`src/rtl/rx_filter_pkg.sv`:
```
// Constants, register map and carrier types for the receive address filter.
// Assumes a 32-bit APB register bus and a byte-wide receive stream from the MAC.
package rx_filter_pkg;

	// ----------------------------------------
	// Register indices (byte address = index * 4)
	// ----------------------------------------
	localparam logic [5:0] IDX_RECEIVE_CONFIG = 6'h0C;
	localparam logic [5:0] IDX_MAC_CONFIG = 6'h1B;
	localparam logic [5:0] IDX_TAG_ID_LOW = 6'h1C;
	localparam logic [5:0] IDX_TAG_ID_HIGH = 6'h1D;
	localparam logic [5:0] IDX_STATION_BASE = 6'h01;
	localparam logic [5:0] IDX_HASH_BASE = 6'h10;
	localparam logic [5:0] IDX_FILTER_STATUS = 6'h1E;
	localparam int STATION_BYTES = 6;
	localparam int HASH_BYTES = 8;

	// ----------------------------------------
	// Field positions and reset values
	// ----------------------------------------
	localparam int RC_ACCEPT_ALL_ONES_BIT = 2;
	localparam int RC_ACCEPT_GROUP_BIT = 3;
	localparam int RC_PROMISCUOUS_BIT = 4;
	localparam int MC_TAG_FILTER_EN_BIT = 0;
	localparam logic [7:0] REG_RESET = 8'h00;

	// ----------------------------------------
	// Frame layout and limits
	// ----------------------------------------
	localparam logic [10:0] LAST_DA_INDEX = 11'h005;
	localparam logic [10:0] TAG_HIGH_INDEX = 11'h00C;
	localparam logic [10:0] TAG_LOW_INDEX = 11'h00D;
	localparam logic [10:0] MAX_LEN_PLAIN = 11'h5EE;
	localparam logic [10:0] MAX_LEN_TAGGED = 11'h5F2;
	localparam logic [10:0] LEN_SATURATE = 11'h7FF;
	localparam logic [31:0] CRC_POLY = 32'h04C11DB7;
	localparam logic [31:0] CRC_INIT = 32'hFFFFFFFF;

	// ----------------------------------------
	// Carriers
	// ----------------------------------------
	typedef struct packed {
		logic valid;
		logic sof;
		logic eof;
		logic [7:0] data;
	} rx_byte_s;

	typedef struct packed {
		logic decision_valid;
		logic overall_accept;
		logic unicast_hit;
		logic multicast_hit;
		logic broadcast_hit;
		logic tag_id_hit;
		logic length_error;
	} filter_result_s;

endpackage : rx_filter_pkg

```
`src/rtl/rx_address_filter.sv`:
```
// Receive destination address filter with APB register access.
// Assumes the MAC delivers one byte per valid cycle, sof on the first, eof on the last.
//
// The APB register port was chosen for this implementation.
`timescale 1ns/1ps
`default_nettype none

module rx_address_filter (
	input wire logic pclk,
	input wire logic presetn,
	input wire logic psel,
	input wire logic penable,
	input wire logic pwrite,
	input wire logic [7:0] paddr,
	input wire logic [31:0] pwdata,
	output logic [31:0] prdata,
	output logic pready,
	output logic pslverr,
	input wire rx_filter_pkg::rx_byte_s rx_in,
	output rx_filter_pkg::filter_result_s result
);

	// ----------------------------------------
	// Register storage
	// ----------------------------------------
	logic [7:0] receive_config_reg;
	logic [7:0] mac_config_reg;
	logic [7:0] tag_id_low_reg;
	logic [7:0] tag_id_high_reg;
	logic [7:0] station_reg [rx_filter_pkg::STATION_BYTES];
	logic [7:0] hash_reg [rx_filter_pkg::HASH_BYTES];
	logic [63:0] hash_filter_bits;
	logic [31:0] prdata_reg;
	logic pready_reg;
	logic pslverr_reg;
	logic [4:0] status_bits_reg;
	logic [5:0] status_index_reg;

	// ----------------------------------------
	// Bus decode
	// ----------------------------------------
	logic [5:0] bus_idx;
	logic bus_aligned;
	logic bus_mapped;
	logic bus_write;
	logic [31:0] read_next;

	assign bus_idx = paddr[7:2];
	assign bus_aligned = (paddr[1:0] == 2'b00);
	assign bus_write = psel && penable && pready_reg && pwrite && bus_mapped;

	always_comb begin
		bus_mapped = bus_aligned;
		read_next = 32'h00000000;
		if (bus_idx == rx_filter_pkg::IDX_RECEIVE_CONFIG) begin
			read_next[7:0] = receive_config_reg;
		end else if (bus_idx == rx_filter_pkg::IDX_MAC_CONFIG) begin
			read_next[7:0] = mac_config_reg;
		end else if (bus_idx == rx_filter_pkg::IDX_TAG_ID_LOW) begin
			read_next[7:0] = tag_id_low_reg;
		end else if (bus_idx == rx_filter_pkg::IDX_TAG_ID_HIGH) begin
			read_next[7:0] = tag_id_high_reg;
		end else if (bus_idx == rx_filter_pkg::IDX_FILTER_STATUS) begin
			read_next = {18'h00000, status_index_reg, 3'b000, status_bits_reg};
		end else if (bus_idx >= rx_filter_pkg::IDX_STATION_BASE &&
				bus_idx < rx_filter_pkg::IDX_STATION_BASE + 6'(rx_filter_pkg::STATION_BYTES)) begin
			read_next[7:0] = station_reg[3'(bus_idx - rx_filter_pkg::IDX_STATION_BASE)];
		end else if (bus_idx >= rx_filter_pkg::IDX_HASH_BASE &&
				bus_idx < rx_filter_pkg::IDX_HASH_BASE + 6'(rx_filter_pkg::HASH_BYTES)) begin
			read_next[7:0] = hash_reg[3'(bus_idx - rx_filter_pkg::IDX_HASH_BASE)];
		end else begin
			bus_mapped = 1'b0;
		end
	end

	// One wait-free access phase: answer is prepared during setup
	always_ff @(posedge pclk or negedge presetn) begin
		if (!presetn) begin
			pready_reg <= 1'b0;
			pslverr_reg <= 1'b0;
			prdata_reg <= 32'h00000000;
		end else begin
			pready_reg <= psel && !penable;
			pslverr_reg <= psel && !penable && !bus_mapped;
			if (psel && !penable) begin
				prdata_reg <= (pwrite || !bus_mapped) ? 32'h00000000 : read_next;
			end
		end
	end

	assign prdata = prdata_reg;
	assign pready = pready_reg;
	assign pslverr = pslverr_reg;

	// ----------------------------------------
	// Configuration registers
	// ----------------------------------------
	always_ff @(posedge pclk or negedge presetn) begin
		if (!presetn) begin
			receive_config_reg <= rx_filter_pkg::REG_RESET;
			mac_config_reg <= rx_filter_pkg::REG_RESET;
			tag_id_low_reg <= rx_filter_pkg::REG_RESET;
			tag_id_high_reg <= rx_filter_pkg::REG_RESET;
		end else if (bus_write) begin
			if (bus_idx == rx_filter_pkg::IDX_RECEIVE_CONFIG) begin
				receive_config_reg <= pwdata[7:0];
			end
			if (bus_idx == rx_filter_pkg::IDX_MAC_CONFIG) begin
				mac_config_reg <= pwdata[7:0];
			end
			if (bus_idx == rx_filter_pkg::IDX_TAG_ID_LOW) begin
				tag_id_low_reg <= pwdata[7:0];
			end
			if (bus_idx == rx_filter_pkg::IDX_TAG_ID_HIGH) begin
				tag_id_high_reg <= pwdata[7:0];
			end
		end
	end

	// Station address and hash bytes, one flop group per entry
	genvar gi;
	generate
		for (gi = 0; gi < rx_filter_pkg::HASH_BYTES; gi++) begin : g_hash
			always_ff @(posedge pclk or negedge presetn) begin
				if (!presetn) begin
					hash_reg[gi] <= rx_filter_pkg::REG_RESET;
				end else if (bus_write && bus_idx == rx_filter_pkg::IDX_HASH_BASE + 6'(gi)) begin
					hash_reg[gi] <= pwdata[7:0];
				end
			end
			assign hash_filter_bits[gi*8 +: 8] = hash_reg[gi];
			if (gi < rx_filter_pkg::STATION_BYTES) begin : g_station
				always_ff @(posedge pclk or negedge presetn) begin
					if (!presetn) begin
						station_reg[gi] <= rx_filter_pkg::REG_RESET;
					end else if (bus_write && bus_idx == rx_filter_pkg::IDX_STATION_BASE + 6'(gi)) begin
						station_reg[gi] <= pwdata[7:0];
					end
				end
			end
		end
	endgenerate

	// ----------------------------------------
	// Frame tracking
	// ----------------------------------------
	logic [10:0] byte_cnt_reg;
	logic [10:0] cur_idx;
	logic [10:0] frame_len;
	logic [31:0] crc_reg;
	logic [31:0] crc_next;
	logic [5:0] hash_index_reg;
	logic unicast_ok_reg;
	logic all_ones_reg;
	logic group_reg;
	logic [7:0] tag_high_byte_reg;
	logic tag_hit_reg;

	assign cur_idx = rx_in.sof ? 11'h000 : byte_cnt_reg;
	assign frame_len = (cur_idx == rx_filter_pkg::LEN_SATURATE) ? cur_idx : cur_idx + 11'h001;

	function automatic logic [31:0] crc_byte(input logic [31:0] crc_in, input logic [7:0] d);
		logic [31:0] c;
		logic fb;
		c = crc_in;
		for (int i = 0; i < 8; i++) begin
			fb = c[31] ^ d[i];
			c = {c[30:0], 1'b0} ^ (fb ? rx_filter_pkg::CRC_POLY : 32'h00000000);
		end
		return c;
	endfunction : crc_byte

	assign crc_next = crc_byte(rx_in.sof ? rx_filter_pkg::CRC_INIT : crc_reg, rx_in.data);

	always_ff @(posedge pclk or negedge presetn) begin
		if (!presetn) begin
			byte_cnt_reg <= 11'h000;
		end else if (rx_in.valid) begin
			byte_cnt_reg <= rx_in.eof ? 11'h000 : frame_len;
		end
	end

	// Only the destination bytes enter the hash CRC
	always_ff @(posedge pclk or negedge presetn) begin
		if (!presetn) begin
			crc_reg <= rx_filter_pkg::CRC_INIT;
			hash_index_reg <= 6'h00;
		end else if (rx_in.valid && cur_idx <= rx_filter_pkg::LAST_DA_INDEX) begin
			crc_reg <= crc_next;
			if (cur_idx == rx_filter_pkg::LAST_DA_INDEX) begin
				hash_index_reg <= crc_next[31:26];
			end
		end
	end

	// Destination address comparisons, byte by byte
	always_ff @(posedge pclk or negedge presetn) begin
		if (!presetn) begin
			unicast_ok_reg <= 1'b0;
			all_ones_reg <= 1'b0;
			group_reg <= 1'b0;
		end else if (rx_in.valid && cur_idx <= rx_filter_pkg::LAST_DA_INDEX) begin
			unicast_ok_reg <= (rx_in.sof || unicast_ok_reg) &&
				(rx_in.data == station_reg[3'(cur_idx)]);
			all_ones_reg <= (rx_in.sof || all_ones_reg) && (rx_in.data == 8'hFF);
			if (rx_in.sof) begin
				group_reg <= rx_in.data[0];
			end
		end
	end

	// Tag identifier bytes
	always_ff @(posedge pclk or negedge presetn) begin
		if (!presetn) begin
			tag_high_byte_reg <= 8'h00;
			tag_hit_reg <= 1'b0;
		end else if (rx_in.valid) begin
			if (rx_in.sof) begin
				tag_hit_reg <= 1'b0;
			end else if (cur_idx == rx_filter_pkg::TAG_HIGH_INDEX) begin
				tag_high_byte_reg <= rx_in.data;
			end else if (cur_idx == rx_filter_pkg::TAG_LOW_INDEX) begin
				tag_hit_reg <= (tag_high_byte_reg == tag_id_high_reg && rx_in.data == tag_id_low_reg) ||
					(tag_high_byte_reg == 8'h00 && rx_in.data == 8'h00);
			end
		end
	end

	// ----------------------------------------
	// Decision
	// ----------------------------------------
	logic tag_filter_enable;
	logic accept_all_ones_dest;
	logic accept_group_dest;
	logic promiscuous_accept;
	logic uni_hit;
	logic mul_hit;
	logic bro_hit;
	logic overall_accept;
	logic [10:0] max_len;
	rx_filter_pkg::filter_result_s result_reg;
	logic [10:0] last_len_reg;

	assign tag_filter_enable = mac_config_reg[rx_filter_pkg::MC_TAG_FILTER_EN_BIT];
	assign accept_all_ones_dest = receive_config_reg[rx_filter_pkg::RC_ACCEPT_ALL_ONES_BIT];
	assign accept_group_dest = receive_config_reg[rx_filter_pkg::RC_ACCEPT_GROUP_BIT];
	assign promiscuous_accept = receive_config_reg[rx_filter_pkg::RC_PROMISCUOUS_BIT];
	assign uni_hit = unicast_ok_reg && !group_reg;
	assign mul_hit = group_reg && hash_filter_bits[hash_index_reg];
	assign bro_hit = all_ones_reg;
	assign overall_accept = (uni_hit || (mul_hit && accept_group_dest) ||
		(bro_hit && accept_all_ones_dest) || promiscuous_accept) &&
		(tag_hit_reg || !tag_filter_enable);
	assign max_len = tag_filter_enable ? rx_filter_pkg::MAX_LEN_TAGGED : rx_filter_pkg::MAX_LEN_PLAIN;

	always_ff @(posedge pclk or negedge presetn) begin
		if (!presetn) begin
			result_reg <= '0;
			last_len_reg <= 11'h000;
		end else begin
			result_reg.decision_valid <= rx_in.valid && rx_in.eof;
			if (rx_in.valid && rx_in.eof) begin
				result_reg.overall_accept <= overall_accept;
				result_reg.unicast_hit <= uni_hit;
				result_reg.multicast_hit <= mul_hit;
				result_reg.broadcast_hit <= bro_hit;
				result_reg.tag_id_hit <= tag_hit_reg;
				result_reg.length_error <= frame_len > max_len;
				last_len_reg <= frame_len;
			end
		end
	end

	// Last decision held for software
	always_ff @(posedge pclk or negedge presetn) begin
		if (!presetn) begin
			status_bits_reg <= 5'h00;
			status_index_reg <= 6'h00;
		end else if (result_reg.decision_valid) begin
			status_bits_reg <= {result_reg.tag_id_hit, result_reg.broadcast_hit, result_reg.multicast_hit,
				result_reg.unicast_hit, result_reg.overall_accept};
			status_index_reg <= hash_index_reg;
		end
	end

	assign result = result_reg;

	// ----------------------------------------
	// Checks
	// ----------------------------------------
	a_unicast_byte_miss: assert property (@(posedge pclk) disable iff (!presetn)
		rx_in.valid && cur_idx <= rx_filter_pkg::LAST_DA_INDEX && rx_in.data != station_reg[3'(cur_idx)]
		|=> !unicast_ok_reg)
		else $error("unicast match survived a differing byte");

	a_hash_index_hold: assert property (@(posedge pclk) disable iff (!presetn)
		rx_in.valid && !rx_in.sof && cur_idx > rx_filter_pkg::LAST_DA_INDEX |=> $stable(hash_index_reg))
		else $error("hash index changed after the destination field");

	a_group_hash_hit: assert property (@(posedge pclk) disable iff (!presetn)
		result_reg.decision_valid && result_reg.multicast_hit |-> hash_filter_bits[hash_index_reg])
		else $error("group match without a set filter bit");

	a_group_first_bit: assert property (@(posedge pclk) disable iff (!presetn)
		rx_in.valid && rx_in.sof ##1 (!rx_in.valid || !rx_in.sof) [*2] |-> group_reg == $past(rx_in.data[0], 2))
		else $error("group flag not taken from the first received bit");

	a_all_ones_miss: assert property (@(posedge pclk) disable iff (!presetn)
		rx_in.valid && cur_idx <= rx_filter_pkg::LAST_DA_INDEX && rx_in.data != 8'hFF |=> !all_ones_reg)
		else $error("broadcast flag survived a zero bit");

	a_tag_zero_pass: assert property (@(posedge pclk) disable iff (!presetn)
		rx_in.valid && !rx_in.sof && cur_idx == rx_filter_pkg::TAG_LOW_INDEX && rx_in.data == 8'h00 &&
		tag_high_byte_reg == 8'h00 |=> tag_hit_reg)
		else $error("zero tag identifier was rejected");

	a_length_limit: assert property (@(posedge pclk) disable iff (!presetn)
		result_reg.decision_valid && !$past(tag_filter_enable) |->
		result_reg.length_error == (last_len_reg > rx_filter_pkg::MAX_LEN_PLAIN))
		else $error("length check used the wrong limit");

	a_decision_pulse: assert property (@(posedge pclk) disable iff (!presetn)
		rx_in.valid && rx_in.eof |=> result_reg.decision_valid ##1
		(!result_reg.decision_valid || $past(rx_in.valid && rx_in.eof)))
		else $error("decision not issued one cycle after end of frame");

	a_tag_reject: assert property (@(posedge pclk) disable iff (!presetn)
		rx_in.valid && rx_in.eof && tag_filter_enable && !tag_hit_reg |=> !result_reg.overall_accept)
		else $error("frame accepted despite tag mismatch");

	a_unicast_accept: assert property (@(posedge pclk) disable iff (!presetn)
		rx_in.valid && rx_in.eof && uni_hit && !tag_filter_enable |=> result_reg.overall_accept)
		else $error("unicast match not accepted");

	a_tag_id_miss: assert property (@(posedge pclk) disable iff (!presetn)
		rx_in.valid && !rx_in.sof && cur_idx == rx_filter_pkg::TAG_LOW_INDEX && rx_in.data != tag_id_low_reg &&
		(tag_high_byte_reg != 8'h00 || rx_in.data != 8'h00) |=> !tag_hit_reg)
		else $error("tag identifier mismatch was passed");

	a_tag_length_limit: assert property (@(posedge pclk) disable iff (!presetn)
		result_reg.decision_valid && $past(tag_filter_enable) |->
		result_reg.length_error == (last_len_reg > rx_filter_pkg::MAX_LEN_TAGGED))
		else $error("tagged length check used the wrong limit");

	a_hash_capture: assert property (@(posedge pclk) disable iff (!presetn)
		rx_in.valid && cur_idx == rx_filter_pkg::LAST_DA_INDEX |=> hash_index_reg == $past(crc_next[31:26]))
		else $error("hash index not taken after the last destination byte");

	a_group_hash_miss: assert property (@(posedge pclk) disable iff (!presetn)
		result_reg.decision_valid && !hash_filter_bits[hash_index_reg] |-> !result_reg.multicast_hit)
		else $error("group match with a clear filter bit");

	a_result_hold: assert property (@(posedge pclk) disable iff (!presetn)
		!(rx_in.valid && rx_in.eof) |=> result_reg.overall_accept == $past(result_reg.overall_accept))
		else $error("decision changed without an end of frame");

	a_promiscuous_pass: assert property (@(posedge pclk) disable iff (!presetn)
		rx_in.valid && rx_in.eof && promiscuous_accept && !tag_filter_enable |=> result_reg.overall_accept)
		else $error("promiscuous mode rejected a frame");

endmodule : rx_address_filter

`default_nettype wire

```
`config.mk`:
```
export PLATFORM = sky130hd
export DESIGN_NAME = rx_address_filter
export DESIGN_NICKNAME = d
export VERILOG_FILES = /design/src/rtl/rx_filter_pkg.sv /design/src/rtl/rx_address_filter.sv
export SDC_FILE = /design/constraint.sdc
export NUM_CORES = 1
export LEC_CHECK = 0
export ABC_CLOCK_PERIOD_IN_PS = 9100
export BUFFER_PORTS_ARGS = -buffer_cell sky130_fd_sc_hd__buf_2
export CAP_MARGIN = 20
export CORE_MARGIN = 1.5
export CORE_UTILIZATION = 35
export CTS_BUF_LIST = sky130_fd_sc_hd__clkbuf_4
export CTS_CLUSTER_DIAMETER = 40
export DETAILED_ROUTE_END_ITERATION = 8
export PLACE_DENSITY = 0.51
export SLEW_MARGIN = 20
export SYNTH_ARGS = -nofsm -noshare
export SYNTH_HDL_FRONTEND = slang
export SYNTH_SLANG_ARGS = --single-unit
```
`constraint.sdc`:
```
create_clock -name pclk -period 9.1 [get_ports pclk]
set_input_delay 0.91 -clock pclk [delete_from_list [all_inputs] [get_ports pclk]]
set_output_delay 0.91 -clock pclk [all_outputs]
set_load 0.05 [all_outputs]
```
# == Word-level counts from Yosys, hierarchy flattened ==
# Index checks and enable logic that the tools add are counted.
# Widths: inputs -> output; s select.
# word_totals
ff_bits,257
latchBits,0
mem_bits_rw,0
rom_bits,0
elab_cells,203
mem_count,0
# classes
addsub,3
n_mul,0
div,0
n_lt_le_gt_ge,10
eq_ne,28
shifts,0
mux,47
bitwise_logic,20
reduce_logical,57
# op_table
operator,n
$xor 32x27->32,8
$mux 27,8
$mux 8,13
$mux 24,4
$bmux 8 s3,3
$eq 6x5->1 const B,12
$mux 32,2
$logic_and 1x1->1,33
$mux 11,3
$eq 8x8->1,3
$eq 11x4->1 const B,2
$eq 6x3->1 const B,3
$logic_not 8->1,2
$eq 6x2->1 const B,2
$ge 4x4->1 const B,3
$not 3->4,3
$reduce_and 2->1,6
$add 11x1->11 const B,1
$eq 11x11->1 const B,1
$eq 11x3->1 const B,1
$gt 11x11->1,1
$le 11x3->1 const B,1
$mux 1,11
$eq 8x8->1 const B,1
other kinds (19),38

# == Logic depth before layout (Yosys ltp) ==
# Gate-level depths: netlist of the first run.
# logic_depth
word_depth,25
mapped_depth,19
ltp_nobuf,16

# == Worst setup path before layout of the first run ==
# No wires, ideal clock.
# synth_timing
path_type,input to register
from,input rx_in[9] in the netlist's numbering
to,"register result_reg, in the netlist result[0]"
setup_ns,0.126
t_arrival_ns,3.966
required_time_ns,8.974
slack_ns,5.008
stages,19
path_buffers,4
path_cell_list,buf_4 buf_4 nor2_1 ha_1 and3b_1 and3_1 clkbuf_1 nand3_1 clkbuf_1 nand4_1 xnor2_1 nor2_1 ha_1 a21o_1 a21oi_1 a21oi_1 nor3_1 a221oi_1 a221o_1
# synth_via
elab_chain_len,4
# synth_lines
element,line,source
start: declaration,rx_address_filter.sv:19,"input wire rx_filter_pkg::rx_byte_s rx_in,"
$mux 11 (*),rx_address_filter.sv:159,assign cur_idx = rx_in.sof ? 11'h000 : byte_cnt_reg;
$add 11x1->11 or $eq 11x11->1 (tied branches),rx_address_filter.sv:160,assign frame_len = (cur_idx == rx_filter_pkg::LEN_SATURATE) ? cur_idx : cur_idx + 11'h001;
$mux 11 (*),rx_address_filter.sv:160,
$gt 11x11->1 (*),rx_address_filter.sv:268,result_reg.length_error <= frame_len > max_len;
end: declaration,rx_address_filter.sv:241,rx_filter_pkg::filter_result_s result_reg;
# Every way passes the cells marked *; elsewhere a longest branch is shown, timed or not.
# A chain may end at the register's enable or synchronous reset.

# == Final worst setup path of the first run ==
# Same ends and word-level chain as after synthesis.

==> reports/qor.yml, run 1 <==
rr_endpoint: "result[0]$_DFFE_PN0P_"
drt-initial-drc-count: 500
vias: 9068
synthAdderAreaFrac_pct: 0.954
switching_power_mw: 0.958
rows: 70
drive_gt1_share_pct: 37.6
met1_length_mm: 16.6
hold_viol_final: 0
synth_cell_type_count: 62
avgSynthCellArea_sq_um: 11.9
clock-root-buffer: "clkbuf_4"
insertion_delay_ns: 0.71
grt-ovfl-total: 0
fillers: 3594
synth_xor_area_share_pct: 7.54
antenna_found_initial: 3
synth-edff-count: 0
viasPerCell: 5.37
syn_inst: 1101
end_kind: "register"
fin_skew_ns: 0.0438
ff2ff_path_depth: 15
synth_area_sq_um: 13100
crit_chain: "buf_2, buf_4, nor2_1, ha_1, and3b_1, and3_1, nand3_1, nand4_1, xnor2_1, nor2_1, ha_1, a21o_1, a21oi_1, a21oi_1, nor3_1, a221oi_1, a221o_1"
core_sq_um: 36800
nets: 1236
die-height_microns: 197
worstMarginPinSlew_ns: 0.990
io_pins: 97
seqPwrFrac_pct: 41.5
cts_tree: "yes"
final_common_cell: "dfrtp_1"
wl_met2_mm: 16.4
top_layer: "met4"
cts_made_buffers: 73
drv_cap: 0
switching_share_pct: 31.2
io_buffers: 54
critPathRequiredTime_ns: 9.68
holdBufCountCts: 0
intPower_mw: 2.11
peakVddDrop_v: 0.0000794
crit_path_start: "rx_in[9]"
route.detailed.drc: 0
p_leak_nw: 6.68
relSlewSlack_pct: 33.9
fmax_mhz: 245
clkTransAtPathRegs_ns: 0.06
synthFlopType: "dfrtp_1"
place_ws_ns: 4.28
grt_pass1_vias: 9301
async_reset_ff_share_pct: 100
largest_reg_flops: 64
cp_max_fo: 60
worstHoldPathType: "in2async"
grt_max_degree: 115
routed-wl-met3_mm: 1.57
gp_congestion: 0.829
yosysSeqAreaShare_pct: 45.9
muxShareOfSynthArea_pct: 25.5
ys_warn_count: 0
setup_viol: 0
grt_pass1_wl_mm: 55.5
crit_arrival_ns: 4.66
pwr-share-clk_pct: 34.4
dp_hpwl_mm: 23.8
post_cts_resize_count: 0
wirelength_mm: 35.3
drtAntennaViolNets: 0
post-route-period-util_pct: 44.9
tns_ns: 0
clockBufferDepth: 3
grt_use_total_pct: 18.9
htreeDepth: 3
cp-start-kind: "primary input"
worstReg2RegStart: "byte_cnt_reg[1]$_DFFE_PN0P_"
regToRegSetupSlack_ns: 5.37
ys_seq_elements: 239
firstDrtPassIters: 5
clock_sinks: 239
synth_compound_area_share_pct: 7.73
crit_slowest_cell: "buf_4"
worstSetupPathType: "in2reg"
synth_top_family_by_area: "multiplexers"
rsz0062_at_grt: "no"
yosys.area_share.simple_pct: 8.57
area_growth_syn_to_layout_pct: 11.5
cp_slowest_stage_delay_ns: 0.52
fin_crit_ns: 4.08
power_frac_comb_pct: 24.1
fin_ws_ns: 5.02
die_w_microns: 197
outcome: "complete, no violations"
cts_setup_buffers: 0
initial_utilization_pct: 35.7
layout_common_cells: "dfrtp_1, mux2_2, clkbuf_4, nor2_1, xnor2_1"
drv_slew: 0
cellPowerDensity_nw_per_um2: 210
routedWlPerCell_microns: 20.9
die-area_sq_um: 38600
-- critical path: cells and delay by family --
kind                     cells  cell delay, ns
AND/OR/NAND/NOR              7            1.36
AO/OA/AOI/OAI                5            0.95
buffers and inverters        2            0.60
adder cells (fa/ha/maj)      2            0.60
XOR/XNOR                     1            0.21
-- metal layers --
layer,up-vias,global-route usage (%)
met5,-,0
met4,0,6.39
met3,43,3.99
met2,212,29.5
met1,4676,26.0
li1,4137,-
-- cell type report --
cell class                 instances  area [sq um]  area share, %
tap                              468           586           4.00
timing repair buffer              65           363           2.48
antenna                            1          2.50         0.0171
clock buffer                     111           833           5.70
inverter                          18          67.6          0.462
clock inverter                    13          85.1          0.581
sequential                       239          6020           41.1
multi-input combinational        773          6670           45.6
-- worst max path at each step --
stage / endpoint / slack, ns / cells after the start
2_1_floorplan: result[0]$_DFFE_PN0P_ / 5.01 / 19
3_3_place_gp: result[0]$_DFFE_PN0P_ / 4.26 / 17
3_5_place_dp: result[0]$_DFFE_PN0P_ / 4.28 / 17
4_1_cts: result[0]$_DFFE_PN0P_ / 5.07 / 17
5_1_grt: result[0]$_DFFE_PN0P_ / 4.63 / 17
6_report: result[0]$_DFFE_PN0P_ / 5.02 / 17
-- power by group through the flow --
stage / clock (mW) / sequential, mW / combinational (mW)
3_3_place_gp: 0 / 1.29 / 0.743
6_report: 1.06 / 1.27 / 0.739
3_5_place_dp: 0 / 1.29 / 0.748
2_1_floorplan: 0 / 1.27 / 0.598
4_1_cts: 1.10 / 1.27 / 0.754
5_1_grt: 1.15 / 1.29 / 0.821
-- cell usage after synthesis (18+ instances only) --
cell        n  area [sq um]
mux4_2     43           968
mux2i_1    36           360
buf_4      21           158
dfrtp_1   207          5180
nand2_1    54           203
a21oi_1    26           130
clkbuf_1   46           173
xor2_1     41           359
mux2_2    179          2020
inv_1      18          67.6
dfstp_2    32           841
nor2_1     75           282
xnor2_1    70           613
o21ai_0    38           190
-- through the flow --
| stage | area, sq um | util, % | std cells | hold slack, ns | power [mW] |
|---|---|---|---|---|---|
| after floorplan | 13200 | - | 1118 | 0.457 | 1.87 |
| after global placement | 13700 | 37.3 | 1563 | 0.465 | 2.03 |
| after detailed placement | 13700 | 37.3 | 1563 | 0.472 | 2.04 |
| after CTS | 14600 | 39.8 | 1687 | 0.279 | 3.12 |
| after global routing | 14600 | 39.8 | 1688 | 0.330 | 3.26 |
| final | 14600 | 39.8 | 1688 | 0.305 | 3.07 |
-- logic make-up (layout without fill, tap and decap cells) --
family	after synthesis	after routing
buf+inv	106	207
other cells	1	19
fa+ha+maj	10	10
simple gates	224	224
flops	239	239
mux	258	258
compound gates	151	151
xor+xnor	112	112
No activity file was read; power rests on OpenSTA's default activity.
==> inputs of run 2 (changes only) <==
--- a/config.mk
+++ b/config.mk
@@ -5,7 +5,7 @@
 export SDC_FILE = /design/constraint.sdc
 export NUM_CORES = 1
 export LEC_CHECK = 0
-export ABC_CLOCK_PERIOD_IN_PS = 9100
+export ABC_CLOCK_PERIOD_IN_PS = 4000
 export BUFFER_PORTS_ARGS = -buffer_cell sky130_fd_sc_hd__buf_2
 export CAP_MARGIN = 20
 export CORE_MARGIN = 1.5
==> constraint.sdc (replaced) <==
create_clock -name pclk -period 4 [get_ports pclk]
set_input_delay 0.4 -clock pclk [delete_from_list [all_inputs] [get_ports pclk]]
set_output_delay 0.4 -clock pclk [all_outputs]
set_load 0.05 [all_outputs]
==> reports/qor.yml, run 2 (synthesis results as in run 1) <==
route.detailed.drc: 0  # unchanged
worstReg2RegStart: "byte_cnt_reg[1]$_DFFE_PN0P_"
intPower_mw: 4.85  # +130%
setup_viol: 0  # unchanged
io_pins: 97  # unchanged
peakVddDrop_v: 0.000241  # +200%
firstDrtPassIters: 5  # unchanged
viasPerCell: 5.29  # -1.5%
clock-root-buffer: "clkbuf_4"
clock_sinks: 239  # unchanged
htreeDepth: 3  # unchanged
place_area_sq_um: 13800  # +0.68%
drv_slew: 0  # unchanged
post-route-period-util_pct: 86.1
switching_power_mw: 2.20  # +130%
initial_utilization_pct: 35.7  # unchanged
die_w_microns: 197  # unchanged
switching_share_pct: 31.2  # about the same
cts_made_buffers: 71  # -2.7%
pwr-share-clk_pct: 34.6  # +0.2 points
dp_hpwl_mm: 24.7  # +3.5%
core_sq_um: 36800  # unchanged
cellPowerDensity_nw_per_um2: 478  # +130%
rsz0062_at_grt: "no"
gp_congestion: 0.838  # +1.1%
worstMarginPinSlew_ns: 0.978  # -0.0115 ns
worstHoldPathType: "in2reg"
critPathRequiredTime_ns: 4.62  # -5.06 ns
fin_util_pct: 40.1  # +0.36 points
grt_pass1_vias: 9302  # +0.011%
grt_pass1_wl_mm: 56.2  # +1.3%
drive_gt1_share_pct: 38.0  # +0.45 points
power_frac_comb_pct: 24.2  # about the same
crit_path_start: "byte_cnt_reg[1]$_DFFE_PN0P_"
seqPwrFrac_pct: 41.2  # -0.3 points
grt-ovfl-total: 0  # unchanged
cp-start-kind: "register"
cp_max_fo: 8  # -87%
vias: 9008  # -0.66%
drtAntennaViolNets: 0  # unchanged
holdBufCountCts: 2  # +2
tns_ns: 0  # unchanged
hold_viol_final: 0  # unchanged
fmax_mhz: 290
drt-initial-drc-count: 513  # +2.6%
antenna_found_initial: 2  # -1
rows: 70  # unchanged
end_kind: "register"
fin_ws_ns: 0.554  # -4.46 ns
fin_area_sq_um: 14800  # +0.92%
final_common_cell: "dfrtp_1"
relSlewSlack_pct: 34.6  # +0.74 points
largest_reg_flops: 64  # unchanged
cts_tree: "yes"
grt_use_total_pct: 19.1  # +0.25 points
drv_cap: 0  # unchanged
routedWlPerCell_microns: 21.0  # +0.66%
fin_crit_ns: 3.45
fin_skew_ns: 0.0775  # +0.0338 ns
nets: 1246  # +0.81%
min_from: "rx_in[5]"
layout_common_cells: "dfrtp_1, mux2_2, clkbuf_4, nor2_1, xnor2_1"
die-height_microns: 197  # unchanged
clockBufferDepth: 3  # unchanged
insertion_delay_ns: 0.74  # +0.03 ns
grt_max_degree: 109  # -5.2%
place_ws_ns: 0.504  # -3.78 ns
worstSetupPathType: "reg2reg"
outcome: "complete, no violations"
crit_arrival_ns: 4.07  # -0.59 ns
post_cts_resize_count: 0  # unchanged
area_growth_syn_to_layout_pct: 12.6
clkTransAtPathRegs_ns: 0.07  # about the same
wirelength_mm: 35.8  # +1.5%
die-area_sq_um: 38600  # unchanged
holdWs_ns: 0.0686  # -0.236 ns
cts_setup_buffers: 0  # unchanged
p_leak_nw: 6.74  # +0.95%
io_buffers: 54  # unchanged
[run 2: changes by cell type in the layout (fill, tap and decap cells not counted), sizes merged]
cell         before  now
diode             1    3
clkinvlp          1    2
dlygate4sd3       0    2
clkinv           10   11
clkbuf          111  108
bufinv            1    2
buf              65   75
[run 2: routing by layer]
metal,wire length (microns),global-route usage [%],part of all wire (%),vias to the layer above
met4,621,5.82,1.7,0
met1,16600,26.2,46,4599
met3,1630,4.12,4.6,50
li1,-,-,-,4161
met5,0,0,0,-
met2,17000,30.4,47,198
[run 2: power by group through the flow]
stage	clock, mW	combinational, mW	sequential (mW)
2_1_floorplan	0	1.36	2.89
3_3_place_gp	0	1.71	2.94
3_5_place_dp	0	1.73	2.95
6_report	2.44	1.71	2.90
5_1_grt	2.66	1.90	2.93
4_1_cts	2.54	1.74	2.91
[run 2: final cells by class]
class | count | area, sq um
fillers | 3552 | 22000
multi-input cells | 773 | 6680
flip-flops and latches | 239 | 6020
clock buffers | 108 | 811
well taps | 468 | 586
repair buffers | 77 | 470
clock inverters | 16 | 123
inverters | 18 | 67.6
diodes | 3 | 7.51
[run 2: path summary, 6_finish.rpt]
check,to,slack [ns],cells after the start
min in group asynchronous,result[0]$_DFFE_PN0P_,0.35,2
worst max register to register,result[0]$_DFFE_PN0P_,0.55,15
worst min register to register,crc_reg[8]$_DFFE_PN1N_,0.47,2
worst min-delay path,tag_high_byte_reg[5]$_DFFE_PN0P_,0.07,2
worst max-delay path,result[0]$_DFFE_PN0P_,0.55,15
max in group asynchronous,prdata[2]$_DFFE_PN0P_,2.62,3
[run 2: worst max-delay path: stages (launching register included)]
cell and delay, ns:
dfrtp_1 0.46, nor2b_1 0.27, ha_1 0.25, and3b_1 0.18
and3_1 0.27, nand3_1 0.19, nand4_1 0.16, xnor2_1 0.15
nor2_1 0.06, ha_1 0.30, a21o_1 0.16, a21oi_1 0.29
a21oi_1 0.07, nor3_1 0.14, a221oi_1 0.08, a221o_1 0.32
[run 2: through the flow]
stage,std cells,power [mW]
6_report,1702,7.06
5_1_grt,1701,7.50
4_1_cts,1699,7.18
3_5_place_dp,1573,4.68
3_3_place_gp,1573,4.65
2_1_floorplan,1118,4.25
==> inputs of run 3 (changes only) <==
--- a/config.mk
+++ b/config.mk
@@ -5,6 +5,7 @@
 export SDC_FILE = /design/constraint.sdc
 export NUM_CORES = 1
 export LEC_CHECK = 0
+export ABC_AREA = 1
 export ABC_CLOCK_PERIOD_IN_PS = 4000
 export BUFFER_PORTS_ARGS = -buffer_cell sky130_fd_sc_hd__buf_2
 export CAP_MARGIN = 20
==> reports/qor.yml, run 3 <==
outcome: "complete, no violations"
insertion_delay_ns: 0.72  # -0.02 ns
peakVddDrop_v: 0.000174  # -28%
met1_usage_pct: 29.7  # +3.5 points
post-route-period-util_pct: 74.0  # -12 points
clock-root-buffer: "clkbuf_4"
end_kind: "register"
ff2ff_path_depth: 17  # +2
antenna_found_initial: 2  # unchanged
totalPowerFinal_mw: 6.90  # -2.2%
grt_max_degree: 92  # -16%
fin_crit_ns: 2.96  # -0.484 ns
fin_skew_ns: 0.0420  # -0.0355 ns
final_common_cell: "nand2_1"
initial_utilization_pct: 35.4  # -0.29 points
worstMarginPinSlew_ns: 1.03  # +0.0524 ns
fillers: 4199  # +18%
wirelength_mm: 41.8  # +17%
fin_ws_ns: 1.04  # +0.484 ns
crit_slowest_cell: "nand4_2"
core_sq_um: 39600  # +7.8%
cp_max_fo: 22  # +14
post_cts_resize_count: 0  # unchanged
viasPerCell: 4.94  # -6.7%
htreeDepth: 3  # unchanged
rsz0062_at_grt: "no"
drv_slew: 0  # unchanged
fmax_mhz: 338  # +16%
setup_viol: 0  # unchanged
grt-ovfl-total: 0  # unchanged
hold_viol_final: 0  # unchanged
worstHoldPathType: "in2reg"
cellPowerDensity_nw_per_um2: 446  # -6.6%
routedWlPerCell_microns: 17.0  # -19%
drive_gt1_share_pct: 14.7  # -23 points
cp_common_cell: "inv_1"
cts_made_buffers: 70  # -1.4%
place_ws_ns: 0.394  # -0.110 ns
synth_top_area_share_pct: 36.9  # -2.5 points
die-height_microns: 203  # +3.3%
drt-initial-drc-count: 919  # +79%
async_reset_ff_share_pct: 100  # unchanged
yosysSeqAreaShare_pct: 42.9  # -3.0 points
crit_path_start: "paddr[3]"
grt_pass1_wl_mm: 66.7  # +19%
largest_reg_flops: 64  # unchanged
syn_inst: 1822  # +65%
holdBufCountCts: 3  # +1
tns_ns: 0  # unchanged
layout_common_cells: "nand2_1, dfrtp_1, o21ai_1, nor2_1, nand3_1"
p_leak_nw: 7.22  # +7.1%
worstReg2RegStart: "byte_cnt_reg[1]$_DFFE_PN0P_"
ys_seq_elements: 239  # unchanged
grt-busiest-layer: "met2"
io_buffers: 54  # unchanged
cts_setup_buffers: 0  # unchanged
drv_cap: 0  # unchanged
cp_slowest_stage_delay_ns: 0.44  # -0.02 ns
synthFlopType: "dfrtp_1"
met3_usage_pct: 3.31  # -0.82 points
cts_tree: "yes"
crit_arrival_ns: 3.48  # -0.59 ns
relSlewSlack_pct: 31.2  # -3.4 points
rr_endpoint: "result[0]$_DFFE_PN0P_"
synthTopCellsByArea: "dfrtp_1, nand2_1, dfstp_2, o21ai_1, nand3_1"
critPathRequiredTime_ns: 4.52  # -0.10 ns
avgSynthCellArea_sq_um: 7.70  # -35%
gp_congestion: 0.881  # +5.1%
synth_top_area_cell: "dfrtp_1"
drtAntennaViolNets: 0  # unchanged
io_pins: 97  # unchanged
synth_cell_type_count: 53  # -15%
die-area_sq_um: 41300  # +6.8%
worstSetupPathType: "in2reg"
route.detailed.drc: 0  # unchanged
grt_pass1_vias: 11600  # +24%
yosysMostFrequentCell: "nand2_1"
area_growth_syn_to_layout_pct: 10.3
cp-endpoint: "hash_filter_bits[2]$_DFFE_PN0P_"
grt_use_total_pct: 20.7  # +1.6 points
rows: 73  # +4.3%
synth_area_sq_um: 14000  # +6.9%
clkTransAtPathRegs_ns: 0.07  # about the same
ys_warn_count: 0  # unchanged
vias: 12100  # +35%
dp_hpwl_mm: 28.5  # +16%
clock_sinks: 239  # unchanged
synthTopCellsByCount: "nand2_1, dfrtp_1, o21ai_1"
met2_usage_pct: 31.3  # +0.90 points
nets: 1951  # +57%
cp-start-kind: "primary input"
synth-edff-count: 0  # unchanged
clockBufferDepth: 3  # unchanged
regToRegSetupSlack_ns: 1.11  # +0.56 ns
firstDrtPassIters: 5  # unchanged
die_w_microns: 203  # +3.3%
crit_chain: "buf_2, inv_1, ha_1, inv_1, nor3_1, a21oi_2, inv_2, nand3_1, nand2_2, inv_4, nand4_2, nand2_1, o21ai_1"
[run 3: worst min path at each step]
stage,from,end,slack (ns),cells after the start
5_1_grt,rx_in[10],byte_cnt_reg[10]$_DFFE_PN0P_,0.04,2
6_report,rx_in[10],byte_cnt_reg[10]$_DFFE_PN0P_,0.07,2
3_5_place_dp,crc_reg[24]$_DFFE_PN1N_,crc_reg[24]$_DFFE_PN1N_,0.46,2
3_3_place_gp,presetn,prdata[10]$_DFFE_PN0P_,0.46,1
2_1_floorplan,presetn,all_ones_reg$_DFFE_PN0N_,0.10,0
4_1_cts,rx_in[10],byte_cnt_reg[10]$_DFFE_PN0P_,0.02,2
[run 3: per-stage QoR]
stage / hold WS [ns] / instances / cell area (sq um) / utilization [%]
global placement: 0.458 / 2335 / 14500 / 36.7
global route: 0.0364 / 2458 / 15500 / 39.0
CTS: 0.0170 / 2456 / 15500 / 39.0
detailed placement: 0.457 / 2335 / 14500 / 36.7
floorplan: 0.104 / 1839 / 14100 / -
finish: 0.0676 / 2458 / 15500 / 39.0
[run 3: logic make-up after synthesis]
kind of cell / after synthesis / synth area share (%)
multiplexers: 6 / 0.482
AND/OR/NAND/NOR: 907 / 28.4
XOR/XNOR: 83 / 6.04
buffers and inverters: 230 / 8.02
flip-flops: 239 / 42.9
adder cells (fa/ha/maj): 10 / 0.892
AO/OA/AOI/OAI: 346 / 13.2
other: 1 / 0.0267
[run 3: worst max-delay path: cells and delay by family]
kind | cells | cell delay [ns]
compound gates | 2 | 0.52
simple gates | 5 | 0.86
buf+inv | 5 | 1.35
fa+ha+maj | 1 | 0.33
[run 3: final cells by class]
class	instances	area [sq um]	area share, %
antenna	2	5.00	0.0324
clock buffer	94	706	4.56
clock inverter	24	173	1.12
inverter	125	472	3.05
multi-input combinational	1370	6940	44.9
sequential	239	6020	38.9
tap	525	657	4.25
timing repair buffer	79	488	3.16
[run 3: metal layers]
| layer | routed length [microns] | vias to the layer above |
|---|---|---|
| met5 | 0 | - |
| met1 | 19900 | 5678 |
| met2 | 18400 | 350 |
| li1 | - | 6044 |
| met3 | 2360 | 63 |
| met4 | 1210 | 0 |
[run 3: report_power, final]
group	internal [mW]	switching, mW	total, mW
Clock	1.28	1.10	2.38
Combinational	0.595	1.09	1.69
Sequential	2.73	0.108	2.83
